`config.mk`:
```
export PLATFORM = sky130hd
export DESIGN_NAME = dvs_top
export DESIGN_NICKNAME = d
export VERILOG_FILES = /design/src/dvs_pkg.sv /design/src/dvs_sync3.sv /design/src/dvs_top.sv
export VERILOG_INCLUDE_DIRS = /design/src
export SDC_FILE = /design/constraint.sdc
export NUM_CORES = 1
export LEC_CHECK = 0
export BUFFER_PORTS_ARGS = -buffer_cell sky130_fd_sc_hd__buf_2
export CORE_UTILIZATION = 40
export DETAILED_ROUTE_END_ITERATION = 8
export SYNTH_ARGS = -nofsm -noshare
export SYNTH_HDL_FRONTEND = slang
export SYNTH_SLANG_ARGS = --single-unit
```
`constraint.sdc`:
```
create_clock -name clk -period 3.4 [get_ports clk]
set_input_delay 0.51 -clock clk [delete_from_list [all_inputs] [get_ports clk]]
set_output_delay 0.51 -clock clk [all_outputs]
set_load 0.05 [all_outputs]
```
`src/dvs_map.svh`:
```
// Constants for the setpoint ramp controller: offsets, fields, resets, timing.
// Notes on behaviour
// Narrow variant: 770 mV plus 10 mV/code.
// Wide variant: 500 mV plus 10 mV/code.
// Two select pins pick the active preset.
// Active preset rewrite retargets after write completes.
// Bit 7 picks power save or PWM.
// Ramp code halves slope from 32 mV/us.
// Narrow variant steps 10 mV at a time.
// Wide variant steps 20 mV, final 10.
// Forced PWM follows slope both directions.
// Power save ramps down only if enabled.
// Early warning flag above 120 C.
// Shutdown above 150 C keeps registers.
// Resume switching once cooled to 130 C.
// Shutdown flag latched until host clears.
// Supply lockout stops switching, resets registers.
// Host interface works while supplies present.
// Peak limit forces low side until clear.
// Step interval equals step over slope.
// Retarget mid-ramp continues from present setpoint.
`ifndef DVS_MAP_SVH
`define DVS_MAP_SVH
`define DVS_OFF_PRESET0 12'h000
`define DVS_OFF_PRESET1 12'h004
`define DVS_OFF_PRESET2 12'h008
`define DVS_OFF_PRESET3 12'h00c
`define DVS_OFF_CTRL 12'h010
`define DVS_OFF_STATUS 12'h014
`define DVS_OFF_IRQ_MASK 12'h018
`define DVS_OFF_SETPOINT 12'h01c
`define DVS_MODE_BIT 7
`define DVS_CTRL_RAMP_LSB 0
`define DVS_CTRL_RAMP_DOWN_IN_PULSE_SKIP_BIT 3
`define DVS_RST_PRESET 8'h00
`define DVS_RST_CTRL 8'h00
`define DVS_NARROW_BASE_MV 770
`define DVS_WIDE_BASE_MV 500
`define DVS_CODE_STEP_MV 10
`define DVS_FAST_SLOPE_MV_PER_US 32
`define DVS_CLK_MHZ 200
// Cycles per 10 mV at the fastest code: 10/32 us * 200 MHz = 62.5, round up.
`define DVS_STEP10_CYCLES ((`DVS_CODE_STEP_MV * `DVS_CLK_MHZ + \
   `DVS_FAST_SLOPE_MV_PER_US - 1) / `DVS_FAST_SLOPE_MV_PER_US)
`endif

```
`src/dvs_pkg.sv`:
```
// Types shared by the setpoint ramp controller.
package dvs_pkg;
   // Live thermal and current-limit flags after synchronisation.
   typedef struct packed {
      logic over_120;
      logic over_150;
      logic above_130;
      logic hs_peak_limit;
      logic ls_over_limit;
   } dvs_sense_t;
   // Gate drive outputs.
   typedef struct packed {
      logic hs_on;
      logic ls_on;
      logic stage_enable;
      logic forced_pwm;
      logic active_pulldown;
   } dvs_drive_t;
   // Ramp sequencer states.
   typedef enum logic [1:0] {dvs_idle, dvs_wait, dvs_step} dvs_ramp_state_t;
endpackage

```
`src/dvs_sync3.sv`:
```
// Three-stage synchroniser with agreement filter for pin inputs.
`timescale 1ns/1ps
module dvs_sync3 #(
   parameter int WIDTH = 1
) (
   input wire logic clk,
   input wire logic resetn,
   input wire logic [WIDTH-1:0] din,
   output logic [WIDTH-1:0] dout
);
   logic [WIDTH-1:0] s1_reg; // Metastability catcher, read only by s2.
   logic [WIDTH-1:0] s2_reg; // Second stage.
   logic [WIDTH-1:0] s3_reg; // Third stage.
   genvar i;
   // Shift pins through three flops.
   always_ff @(posedge clk or negedge resetn) begin
      if (!resetn) begin
         s1_reg <= '0;
         s2_reg <= '0;
         s3_reg <= '0;
      end else begin
         s1_reg <= din;
         s2_reg <= s1_reg;
         s3_reg <= s2_reg;
      end
   end
   // A bit changes only when the second and third stages agree.
   generate
      for (i = 0; i < WIDTH; i++) begin : g_bit
         always_ff @(posedge clk or negedge resetn) begin
            if (!resetn) begin
               dout[i] <= 1'b0;
            end else if (s2_reg[i] == s3_reg[i]) begin
               dout[i] <= s3_reg[i];
            end
         end
      end
   endgenerate
endmodule

```
`src/dvs_top.sv`:
```
// Setpoint ramp controller: presets, ramp sequencer, thermal and limits.
//
// Added by the designer: the address map and the APB register port.
`timescale 1ns/1ps
`include "dvs_map.svh"
module dvs_top #(
   parameter bit WIDE = 1'b0,
   parameter int STEP10_CYCLES = `DVS_STEP10_CYCLES
) (
   input wire logic clk,
   input wire logic resetn,
   input wire logic preset_select_lsb,
   input wire logic preset_select_msb,
   input wire logic analog_supply_input_ok,
   input wire logic logic_supply_ok,
   input wire logic over_120_pin,
   input wire logic over_150_pin,
   input wire logic above_130_pin,
   input wire logic hs_peak_limit_pin,
   input wire logic ls_over_limit_pin,
   input wire logic pwm_hs_request,
   input wire logic psel,
   input wire logic penable,
   input wire logic pwrite,
   input wire logic [11:0] paddr,
   input wire logic [31:0] pwdata,
   input wire logic [3:0] pstrb,
   output logic [31:0] prdata,
   output logic pready,
   output logic pslverr,
   output logic irq,
   output logic [10:0] setpoint_mv,
   output logic step_strobe,
   output dvs_pkg::dvs_drive_t drive
);
   import dvs_pkg::*;

   logic [6:0] sync_out; // Synchronised pins.
   logic [1:0] sel; // Active preset index.
   dvs_sense_t sense; // Synchronised sensor flags.
   logic supplies_ok; // Both supplies present.
   logic core_resetn; // Register reset including supply lockout.
   logic [7:0] preset_reg [4]; // Preset storage.
   logic [7:0] ctrl_reg; // Ramp code and ramp-in-PFM bit.
   logic [1:0] status_reg; // Sticky events: 0 early warning, 1 shutdown.
   logic [1:0] mask_reg; // Interrupt mask, one enables.
   logic shutdown_reg; // Power stage held off for temperature.
   logic ls_hold_reg; // Low side forced on after peak limit.
   logic [6:0] cur_code_reg; // Present setpoint in 10 mV codes.
   logic [6:0] target_code; // Code of the active preset.
   logic [17:0] cnt_reg; // Step interval counter.
   logic [17:0] interval; // Cycles per step at current slope.
   logic [2:0] ramp_code; // Ramp rate code.
   logic mode_pwm; // Active preset in forced PWM.
   logic going_down; // Target below present setpoint.
   logic paced; // Sequencer must pace this direction.
   logic [6:0] diff; // Distance to target.
   logic [6:0] step_size; // Codes per step.
   logic wr_en; // APB write takes effect.
   logic rd_en; // APB read takes effect.
   logic hit; // Address is mapped.
   dvs_ramp_state_t state_reg; // Sequencer state.

   // Select and comparator pins cross through the three-flop filter; pwm_hs_request goes straight in.
   dvs_sync3 #(.WIDTH(7)) u_sync (
      .clk(clk),
      .resetn(resetn),
      .din({preset_select_msb, preset_select_lsb, over_120_pin,
            over_150_pin, above_130_pin, hs_peak_limit_pin,
            ls_over_limit_pin}),
      .dout(sync_out)
   );

   // The supply-good signals are treated as already clean levels.
   assign sel = sync_out[6:5];
   assign sense = dvs_sense_t'(sync_out[4:0]);
   assign supplies_ok = analog_supply_input_ok & logic_supply_ok;
   // A lockout of either supply clears every register but the pin synchroniser; the gating is
   // combinational so the clear is immediate, at the cost of a reset
   // glitch risk that the analog side must keep clean.
   assign core_resetn = resetn & supplies_ok;

   // APB decode; the slave answers in the access cycle, no wait states.
   assign pready = 1'b1;
   assign wr_en = psel & penable & pwrite;
   assign rd_en = psel & penable & ~pwrite;
   always_comb begin
      unique case (paddr)
         `DVS_OFF_PRESET0, `DVS_OFF_PRESET1, `DVS_OFF_PRESET2,
         `DVS_OFF_PRESET3, `DVS_OFF_CTRL, `DVS_OFF_STATUS,
         `DVS_OFF_IRQ_MASK, `DVS_OFF_SETPOINT: hit = 1'b1;
         default: hit = 1'b0;
      endcase
   end
   assign pslverr = psel & penable & ~hit;

   // Preset registers; a write lands at once, so a rewrite of the active
   // preset retargets the ramp from the cycle after the access.
   genvar p;
   generate
      for (p = 0; p < 4; p++) begin : g_preset
         always_ff @(posedge clk or negedge core_resetn) begin
            if (!core_resetn) begin
               preset_reg[p] <= `DVS_RST_PRESET;
            end else if (wr_en && pstrb[0] &&
                         paddr == 12'(p * 4)) begin
               preset_reg[p] <= pwdata[7:0];
            end
         end
      end
   endgenerate

   // Global control: ramp rate code and ramp-in-PFM enable.
   always_ff @(posedge clk or negedge core_resetn) begin
      if (!core_resetn) begin
         ctrl_reg <= `DVS_RST_CTRL;
      end else if (wr_en && pstrb[0] && paddr == `DVS_OFF_CTRL) begin
         ctrl_reg <= {4'h0, pwdata[3:0]};
      end
   end

   // Interrupt mask.
   always_ff @(posedge clk or negedge core_resetn) begin
      if (!core_resetn) begin
         mask_reg <= 2'h0;
      end else if (wr_en && pstrb[0] && paddr == `DVS_OFF_IRQ_MASK) begin
         mask_reg <= pwdata[1:0];
      end
   end

   // Sticky status; a read clears, but a new event in the same cycle wins.
   always_ff @(posedge clk or negedge core_resetn) begin
      if (!core_resetn) begin
         status_reg <= 2'h0;
      end else begin
         status_reg <= ((rd_en && paddr == `DVS_OFF_STATUS) ?
                        2'h0 : status_reg) |
                       {sense.over_150, sense.over_120};
      end
   end
   assign irq = |(status_reg & mask_reg);

   // Read data is registered at the end of the setup phase, for use in the access cycle.
   always_ff @(posedge clk or negedge core_resetn) begin
      if (!core_resetn) begin
         prdata <= 32'h0000_0000;
      end else if (psel && !penable && !pwrite) begin
         unique case (paddr)
            `DVS_OFF_PRESET0: prdata <= {24'h0, preset_reg[0]};
            `DVS_OFF_PRESET1: prdata <= {24'h0, preset_reg[1]};
            `DVS_OFF_PRESET2: prdata <= {24'h0, preset_reg[2]};
            `DVS_OFF_PRESET3: prdata <= {24'h0, preset_reg[3]};
            `DVS_OFF_CTRL: prdata <= {24'h0, ctrl_reg};
            `DVS_OFF_STATUS: prdata <= {28'h0, sense.over_120,
                                        shutdown_reg, 2'h0} |
                                       {30'h0, status_reg};
            `DVS_OFF_IRQ_MASK: prdata <= {30'h0, mask_reg};
            `DVS_OFF_SETPOINT: prdata <= {21'h0, setpoint_mv};
            default: prdata <= 32'h0000_0000;
         endcase
      end
   end

   // Thermal shutdown with hysteresis; registers stay intact meanwhile.
   always_ff @(posedge clk or negedge core_resetn) begin
      if (!core_resetn) begin
         shutdown_reg <= 1'b0;
      end else if (sense.over_150) begin
         shutdown_reg <= 1'b1;
      end else if (!sense.above_130) begin
         shutdown_reg <= 1'b0;
      end
   end

   // Active preset decode.
   assign ramp_code = ctrl_reg[2:0];
   assign mode_pwm = preset_reg[sel][`DVS_MODE_BIT];
   assign target_code = WIDE ? preset_reg[sel][6:0] :
                        {1'b0, preset_reg[sel][5:0]};
   assign going_down = target_code < cur_code_reg;
   assign diff = going_down ? 7'(cur_code_reg - target_code) :
                 7'(target_code - cur_code_reg);
   // Wide variant takes double steps, single when one code remains.
   assign step_size = (WIDE && diff >= 7'h02) ? 7'h02 : 7'h01;
   // Interval scales with step size and doubles per code.
   assign interval = 18'((STEP10_CYCLES << ramp_code) *
                         ((WIDE && diff >= 7'h02) ? 2 : 1));
   // Downward pacing in power save only with the ramp-in-PFM bit.
   assign paced = !going_down || mode_pwm ||
                  ctrl_reg[`DVS_CTRL_RAMP_DOWN_IN_PULSE_SKIP_BIT];

   // Ramp sequencer: wait one interval when paced, then take one step toward target.
   always_ff @(posedge clk or negedge core_resetn) begin
      if (!core_resetn) begin
         state_reg <= dvs_idle;
         cnt_reg <= 18'h0;
         cur_code_reg <= 7'h00;
      end else begin
         unique case (state_reg)
            dvs_idle: begin
               cnt_reg <= 18'h0;
               if (diff != 7'h00) begin
                  state_reg <= paced ? dvs_wait : dvs_step;
               end
            end
            dvs_wait: begin
               // A target change mid-wait keeps the present code.
               if (diff == 7'h00) begin
                  state_reg <= dvs_idle;
               end else if (!paced || cnt_reg + 18'h1 >= interval) begin
                  state_reg <= dvs_step;
               end else begin
                  cnt_reg <= cnt_reg + 18'h1;
               end
            end
            dvs_step: begin
               cnt_reg <= 18'h0;
               if (diff != 7'h00) begin
                  cur_code_reg <= going_down ?
                                  7'(cur_code_reg - step_size) :
                                  7'(cur_code_reg + step_size);
               end
               state_reg <= dvs_idle;
            end
            default: state_reg <= dvs_idle;
         endcase
      end
   end

   // Setpoint in millivolts, registered.
   always_ff @(posedge clk or negedge core_resetn) begin
      if (!core_resetn) begin
         setpoint_mv <= WIDE ? 11'(`DVS_WIDE_BASE_MV) :
                        11'(`DVS_NARROW_BASE_MV);
         step_strobe <= 1'b0;
      end else begin
         setpoint_mv <= 11'((WIDE ? `DVS_WIDE_BASE_MV :
                             `DVS_NARROW_BASE_MV) +
                            `DVS_CODE_STEP_MV * cur_code_reg);
         step_strobe <= (state_reg == dvs_step);
      end
   end

   // Peak current limit latches the low side on until the low-side over-limit flag drops.
   always_ff @(posedge clk or negedge core_resetn) begin
      if (!core_resetn) begin
         ls_hold_reg <= 1'b0;
      end else if (sense.hs_peak_limit) begin
         ls_hold_reg <= 1'b1;
      end else if (!sense.ls_over_limit) begin
         ls_hold_reg <= 1'b0;
      end
   end

   // Gate drive, registered; stage off in lockout or shutdown.
   always_ff @(posedge clk or negedge core_resetn) begin
      if (!core_resetn) begin
         drive <= '0;
      end else begin
         drive.stage_enable <= ~shutdown_reg;
         drive.forced_pwm <= mode_pwm;
         drive.active_pulldown <= going_down & paced;
         drive.hs_on <= ~shutdown_reg & pwm_hs_request &
                        ~ls_hold_reg & ~sense.hs_peak_limit;
         drive.ls_on <= ~shutdown_reg &
                        (ls_hold_reg | sense.hs_peak_limit |
                         ~pwm_hs_request);
      end
   end
endmodule

```
-- Word level (Yosys, flattened, before mapping)
Memory sizes are Yosys's and may differ from the RTL's.
Cells that the tools add are included.
- bits in registers: 146
- latch bits: 0
- bits in writable memories: 0
- ROM bits: 32
- input port bits: 63
- output and inout bits: 52
- word-level logic and storage cells: 135
- memories kept: 1
- $add $sub $neg: 6
- $mul: 1
- divide/modulo/power cells: 0
- $lt $le $gt $ge: 3
- equal/unequal tests: 22
- shift-type cells: 1
- mux-type cells: 20
- bitwise gates (word level): 23
- reduce and logical (&&, ||, !) cells: 28
- memory list (memory ; words ; bits a word ; read ports ; clocked after memory_dff ; write ports ; RTL line ; source):
    (name not given) ; 32 ; 1 ; 1 ; 0 ; 0 ; dvs_top.sv:88 ; unique case (paddr)
- operators by type and width (operator ; count):
    11-bit case mux with 8 select lines ; 1
    12-bit by 5-bit equality test with 1-bit output, second input constant ; 4
    18-bit 2-to-1 mux ; 2
    18-bit case mux with 2 select lines ; 1
    12-bit by 4-bit equality test with 1-bit output, second input constant ; 2
    18-bit by 1-bit adder with 18-bit output, second input constant ; 1
    18-bit >= comparator ; 1
    6-bit by 3-bit left shift with 18-bit output, first input constant ; 1
    8-bit binary-select mux with 2-bit select ; 1
    8-bit 2-to-1 mux ; 2
    7-bit zero test ; 2
    7-bit 2-to-1 mux ; 2
    12-bit by 3-bit equality test with 1-bit output, second input constant ; 1
    12-bit zero test ; 1
    10-bit by 11-bit adder with 11-bit output, first input constant ; 1
    1-bit AND ; 11
    1-bit logical AND ; 10
    3-bit by 7-bit multiplier with 10-bit output, first input constant ; 1
    2-bit 2-to-1 mux ; 5
    7-bit by 1-bit adder with 7-bit output, second input constant ; 1
    1-bit equality test ; 7
    6-bit by 7-bit < comparator with 1-bit output ; 1
    7-bit nonzero test ; 1
    6-bit by 7-bit subtractor with 7-bit output ; 1
    23 further kinds ; 43

-- Logic depth before layout (Yosys ltp)
- depth after elaboration: 13
- mapped depth: 16
- gate-level depth less buffers: 15

-- Modules after synthesis
A second synthesis with hierarchy kept.
- cells, all modules: 626
- area, all modules: 6919.1 um^2
- modules (own cells, without submodules) (module ; times used ; cells each ; area an instance (um^2) ; sequential area each (um^2)):
    dvs_top ; 1 ; 591 ; 6139.6 ; 2406.1
    dvs_sync3 ; 1 ; 35 ; 779.5 ; 700.7

-- Worst setup path before layout
OpenSTA, ideal clock, no wires.
- path type: register -> register
- start point: reg u_sync.dout[5]
- end point: reg cur_code_reg[3]
- library setup time: 125 ps
- data arrival time: 3509 ps
- required time: 3275 ps
- slack: -234 ps
- stages on the path, launching flop included: 14
- path buffers: 3
- clock period less this slack: 3634 ps
- path through: dfrtp_1 > buf_2 > mux4_2 > ha_1 > clkbuf_1 > nand3b_1 > nand2_1 > o2bb2ai_2 > mux2_4 > o21a_1 > o2111a_1 > buf_6 > nor2_2 > mux2_2
- word-level cells in the longest chain between the ends: 8
- elaborated cells between the ends (all ways): 11
- those cells by class: 2 x add/sub; 1 x order compare; 5 x mux; 1 x bitwise; 2 x reduce/logical
- ends and longest elaborated chain (item ; RTL line ; source):
    start, declared ; dvs_sync3.sv:9 ; output logic [WIDTH-1:0] dout
    start signal, assigned by index ; dvs_sync3.sv:34 ; dout[i] <= s3_reg[i];
    2-bit inverter with 3-bit output (not written as such) (*) ; dvs_top.sv:179 ; {1'b0, preset_reg[sel][5:0]};
    8-bit binary-select mux with 2-bit select (*) ; dvs_top.sv:179 ;
    8-bit 2-to-1 mux (not written as such) (*) (2 in series) ; dvs_top.sv:179 ;
    6-bit by 7-bit subtractor with 7-bit output, or another cell as far along ; dvs_top.sv:182 ; 7'(target_code - cur_code_reg);
    7-bit 2-to-1 mux ; dvs_top.sv:181 ; assign diff = going_down ? 7'(cur_code_reg - target_code) :
    7-bit nonzero test ; dvs_top.sv:218 ; if (diff != 7'h00) begin
    2-bit AND reduction (no line) ; - ;
    end signal, assigned ; dvs_top.sv:219 ; cur_code_reg <= going_down ?
    end, declared ; dvs_top.sv:49 ; logic [6:0] cur_code_reg;
Every way passes the cells marked *; elsewhere a longest branch is shown, timed or not. The select of a mux whose other input is x is not followed.
A chain may end at the register's enable or synchronous reset.

-- Worst setup path in the final report
- start point: reg u_sync.dout[5]
- end point: reg cur_code_reg[2]
Same word-level chain as after synthesis.

==> impl_summary.md <==
Logic synthesis
The cell count after synthesis is 652. The count of synthesis-stage warnings from yosys is 0. The share of flip-flops with an asynchronous set or reset after synthesis is 100.0%.

The number of flops mapped to enable cells by yosys is 0. In this run, synthesis produced a sequential element count of 124. The number of distinct library cells after synthesis is 65. The cell area that synthesis handed to floorplanning was 7003 um^2.

Of the synthesized area, sequential elements account for between 40% and 50%. The most used flip-flop cell after synthesis is dfrtp_1. Averaged over all synthesized cells, the footprint is 10.74 um^2.

Clock tree
The level count of the clock H-tree is 4. TritonCTS built the clock tree. Counting every sink on the clock net gives 124. The tree is rooted in a clkbuf_16. The clock transition at the registers of the reported paths is 0.06 ns. The total CTS buffers is 17. The worst-case clock buffer depth is 2. The insertion delay of the later-clocked pin in the worst-skew pair is 0.43 ns.

Setup path
The last element of the critical path is cur_code_reg[2]$_DFFE_PN0P_. By startpoint and endpoint, the worst setup path is classified as register to register. For the worst setup path, the data arrival time is around 3.8 ns. The critical path endpoint category is a register. The worst register-to-register path ends at cur_code_reg[2]$_DFFE_PN0P_. The element type at the critical path start is a register. The worst flop-to-flop path startpoint is u_sync.dout[5]$_DFFE_PN0N_. The critical path starts at u_sync.dout[5]$_DFFE_PN0N_. The worst-case reg-to-reg path depth is 13. Setup slack on the worst reg-to-reg path comes out at -0.09 ns.

For the worst setup path, the data required time is 3.73 ns. Of all nets on the critical path, the largest fanout is 8.

Finish
In the final layout, the share of cells above drive strength 1 is 36.57%. After the last flow step, the layout net total stands at between 800 and 900. Registers take 3113 um^2.

After filler insertion, the fill cell instance count of the layout stands at 1498. The finished layout holds about 1000 standard cells, fillers aside. 0 antenna diodes ended up in the layout. The register with the most flip-flops in the layout has 32 of them. The area growth from synthesis to layout is 27.50%. In the final layout, the multi-input gates occupy 3911 um^2.

Routing
Detailed routing inserted a total of 5439 vias. The first routing iteration left approximately 240 violations. The post-detailed-route via-to-cell ratio is roughly 5.3. Once detail routing completed, the nets flagged for antenna violations numbered 0. Wires add up to 17.20 mm. The routed wire length per instance is 16.90 um. After detailed routing, the number of remaining DRC violations is 1. The first detailed-routing pass took 7 iterations.

GRT
The number of global-route vias before repair came to 5588. The initial antenna violation count is 0. The pin count of the biggest net entering global routing is ~40. The remaining global-route overflow is 0. The first global-routing pass estimated 28.11 mm of wire.

The total track usage is roughly a fifth.

Placed design
The number of placed instances with taps included is 974. The congestion estimate from routability-driven global placement came to 0.8601. The half-perimeter wire length of the detailed placement result is approximately 12 mm. The number of I/O port buffers is 64.

Power
Summed over all cells, the static leakage comes to 4.294 nW. The peak supply drop is 0.0004237 V. Of the total power, the clock network draws 51.4%. The share of total power in sequential cells is 42.8%. The net switching fraction of the power is 26.71%.

Combinational cells account for 5.7% of the total power. The internal portion of the total power is 0.002611 W. For this design the ratio of total power to cell area is 399.1 nW/um^2.

The reported net switching power is roughly 0.00095 W.

Floorplan
The initial core utilization is between 40% and 50%. The number of top-level design ports is about 120. From bottom edge to top edge, the die measures 134.3 um. The die is 134.3 um wide. The die covers roughly 18000 um^2. The count of standard-cell rows is 48. The core footprint is 17180 um^2.

Timing
Dividing the final minimum period by the clock period gives 102.6%. The total of endpoints with negative setup slack in the final report is 14. The final max-slew violation count is 0. The final worst setup slack is -0.08718 ns. In this run the tightest slew margin relative to its limit is 59.00%. The smallest clock period supported by the final layout is computed as around 3.5 ns.

After routing, the total negative slack on setup checks comes to -0.7053 ns. The maximum clock frequency is 286.8 MHz. Setup repair after global routing could not meet its margin everywhere. The number of endpoints with negative hold slack in the final report was 0.

For the pin with the worst max-slew slack, the measured transition is 0.6150 ns. On the final layout, the worst clock skew is 0.01073 ns.

Outcome
The flow ran to the end, but the final reports show violations. The checks that failed: DRC, setup timing.

Min path
In this run the worst hold path is classified as input pin to asynchronous set/reset pin.

Flow run
The max-capacitance violation count is 0.
[stage by stage]
stage	util (%)	total power, W	worst slack, ns	instance area [um^2]	hold slack [ns]
floorplan	-	0.001706	-0.01881	7142	0.2144
global placement	46.02	0.001749	-0.3192	7905	0.3348
detailed placement	46.02	0.001752	-0.2897	7905	0.3355
CTS	50.59	0.003596	-0.08218	8690	0.09278
global route	51.98	0.003683	-0.2287	8929	0.1374
finish	51.98	0.003563	-0.08718	8929	0.09388
[cells by family after synthesis]
| group | after synthesis | share of synthesized area (%) |
|---|---|---|
| AOI/OAI and AO/OA | 114 | 10.58 |
| other | 2 | 0.1072 |
| and+or+nand+nor | 171 | 13.08 |
| muxes | 74 | 12.63 |
| DFF | 124 | 44.36 |
| xor gates and xnor gates | 34 | 4.252 |
| adders and majority gates | 51 | 9.076 |
| buffers and inverters | 82 | 5.914 |
[worst max-delay path, stage by stage (launching register included)]
cell and delay (ns):
dfrtp_2 0.48, buf_12 0.14, mux4_2 0.54, ha_4 0.32, nand3b_1 0.12, nand2_2 0.13
o2bb2ai_4 0.16, mux2_4 0.33, o21a_1 0.18, o2111a_2 0.34, buf_4 0.17, nor2_4 0.09
buf_6 0.15, mux2i_1 0.23
[how the worst min path moves through the flow]
stage / slack, ns / start / endpoint / depth (start not counted)
final: 0.09 / resetn / u_sync.dout[2]$_DFFE_PN0N_ / 1
after detailed placement: 0.34 / u_sync.s1_reg[0]$_DFF_PN0_ / u_sync.s2_reg[0]$_DFF_PN0_ / 0
after global placement: 0.33 / u_sync.s1_reg[2]$_DFF_PN0_ / u_sync.s2_reg[2]$_DFF_PN0_ / 0
after CTS: 0.09 / resetn / u_sync.s2_reg[2]$_DFF_PN0_ / 1
after floorplan: 0.21 / resetn / u_sync.dout[0]$_DFFE_PN0N_ / 0
after global routing: 0.14 / resetn / u_sync.s1_reg[1]$_DFF_PN0_ / 1
[cells in the mapped netlist, types with 3 or more instances]
| cell type | instances | area share, % |
|---|---|---|
| dfrtp_1 | 121 | 43 |
| nand2_1 | 49 | 2.6 |
| ha_1 | 42 | 7.5 |
| mux2_2 | 41 | 6.6 |
| inv_1 | 36 | 1.9 |
| a21oi_1 | 35 | 2.5 |
| nor2_1 | 28 | 1.5 |
| mux2i_1 | 25 | 3.6 |
| buf_4 | 23 | 2.5 |
| o21ai_0 | 20 | 1.4 |
| xnor2_1 | 19 | 2.4 |
| nand3_1 | 16 | 1.1 |
| xor2_1 | 15 | 1.9 |
| nor3_1 | 14 | 1.0 |
| a21o_1 | 13 | 1.4 |
| clkbuf_1 | 13 | 0.70 |
| and3_1 | 8 | 0.71 |
| nand4_1 | 8 | 0.71 |
| maj3_1 | 7 | 1.0 |
| mux4_2 | 7 | 2.3 |
| nand2b_1 | 6 | 0.54 |
| o22ai_1 | 6 | 0.54 |
| or3_1 | 6 | 0.54 |
| nor3_2 | 5 | 0.71 |
| o31ai_1 | 5 | 0.54 |
| buf_2 | 4 | 0.29 |
| nor2b_1 | 4 | 0.36 |
| nor4_1 | 4 | 0.36 |
| o21bai_1 | 4 | 0.43 |
| o41ai_1 | 4 | 0.50 |
| or2_2 | 4 | 0.36 |
| a211oi_1 | 3 | 0.32 |
| buf_1 | 3 | 0.16 |
| dfstp_2 | 3 | 1.1 |
| nand4b_1 | 3 | 0.38 |
| o211ai_1 | 3 | 0.32 |
| o221ai_1 | 3 | 0.38 |
| or4b_1 | 3 | 0.43 |
[cells in the final DEF, fill, tap and decap left out, types with 6 or more instances in the layout]
cell type	synthesis	routed
a21o_1	13	13
a21oi_1	35	26
a21oi_2	1	8
and3_1	8	7
buf_2	4	64
buf_4	23	63
clkbuf_16	0	17
conb_1	2	23
dfrtp_1	121	116
ha_1	42	35
ha_4	0	7
inv_1	36	34
maj3_1	7	7
mux2_2	41	41
mux2i_1	25	24
mux4_2	7	7
nand2_1	49	47
nand2b_1	6	6
nand3_1	16	15
nand4_1	8	8
nor2_1	28	26
nor3_1	14	10
nor3_2	5	7
o21ai_0	20	20
o22ai_1	6	6
xnor2_1	19	15
xor2_1	15	15
[repair_timing]
action,in CTS,in global routing
gates resized for setup,26,33
pin swaps,20,25
hold buffers,0,0
setup endpoints to repair,27,26
setup buffers,7,5
[final cells by class]
cell class	count	share of cell area [%]
Inverter	37	1.555
Multi-Input combinational cell	467	43.81
Sequential cell	124	34.87
Clock buffer	17	4.765
Tap cell	225	3.153
Timing Repair Buffer	133	9.936
Clock inverter	15	1.920
[power by group through the flow]
| stage | clock network [W] | logic, W | registers [W] |
|---|---|---|---|
| after floorplan | 0 | 0.000151 | 0.00156 |
| after global placement | 0 | 0.000195 | 0.00155 |
| after detailed placement | 0 | 0.000198 | 0.00155 |
| after CTS | 0.00186 | 0.000205 | 0.00153 |
| after global routing | 0.00193 | 0.000221 | 0.00153 |
| final | 0.00183 | 0.000205 | 0.00153 |
[routing by layer]
metal  part of all wire [%]  global-route usage, %  vias up
met5                      0                      0        -
met3                    4.2                  4.119       25
met2                     50                  33.77      144
met4                    1.8                  7.241        0
li1                       -                      -     2554
met1                     44                  25.62     2716
Power figures use the tool's default switching activity.
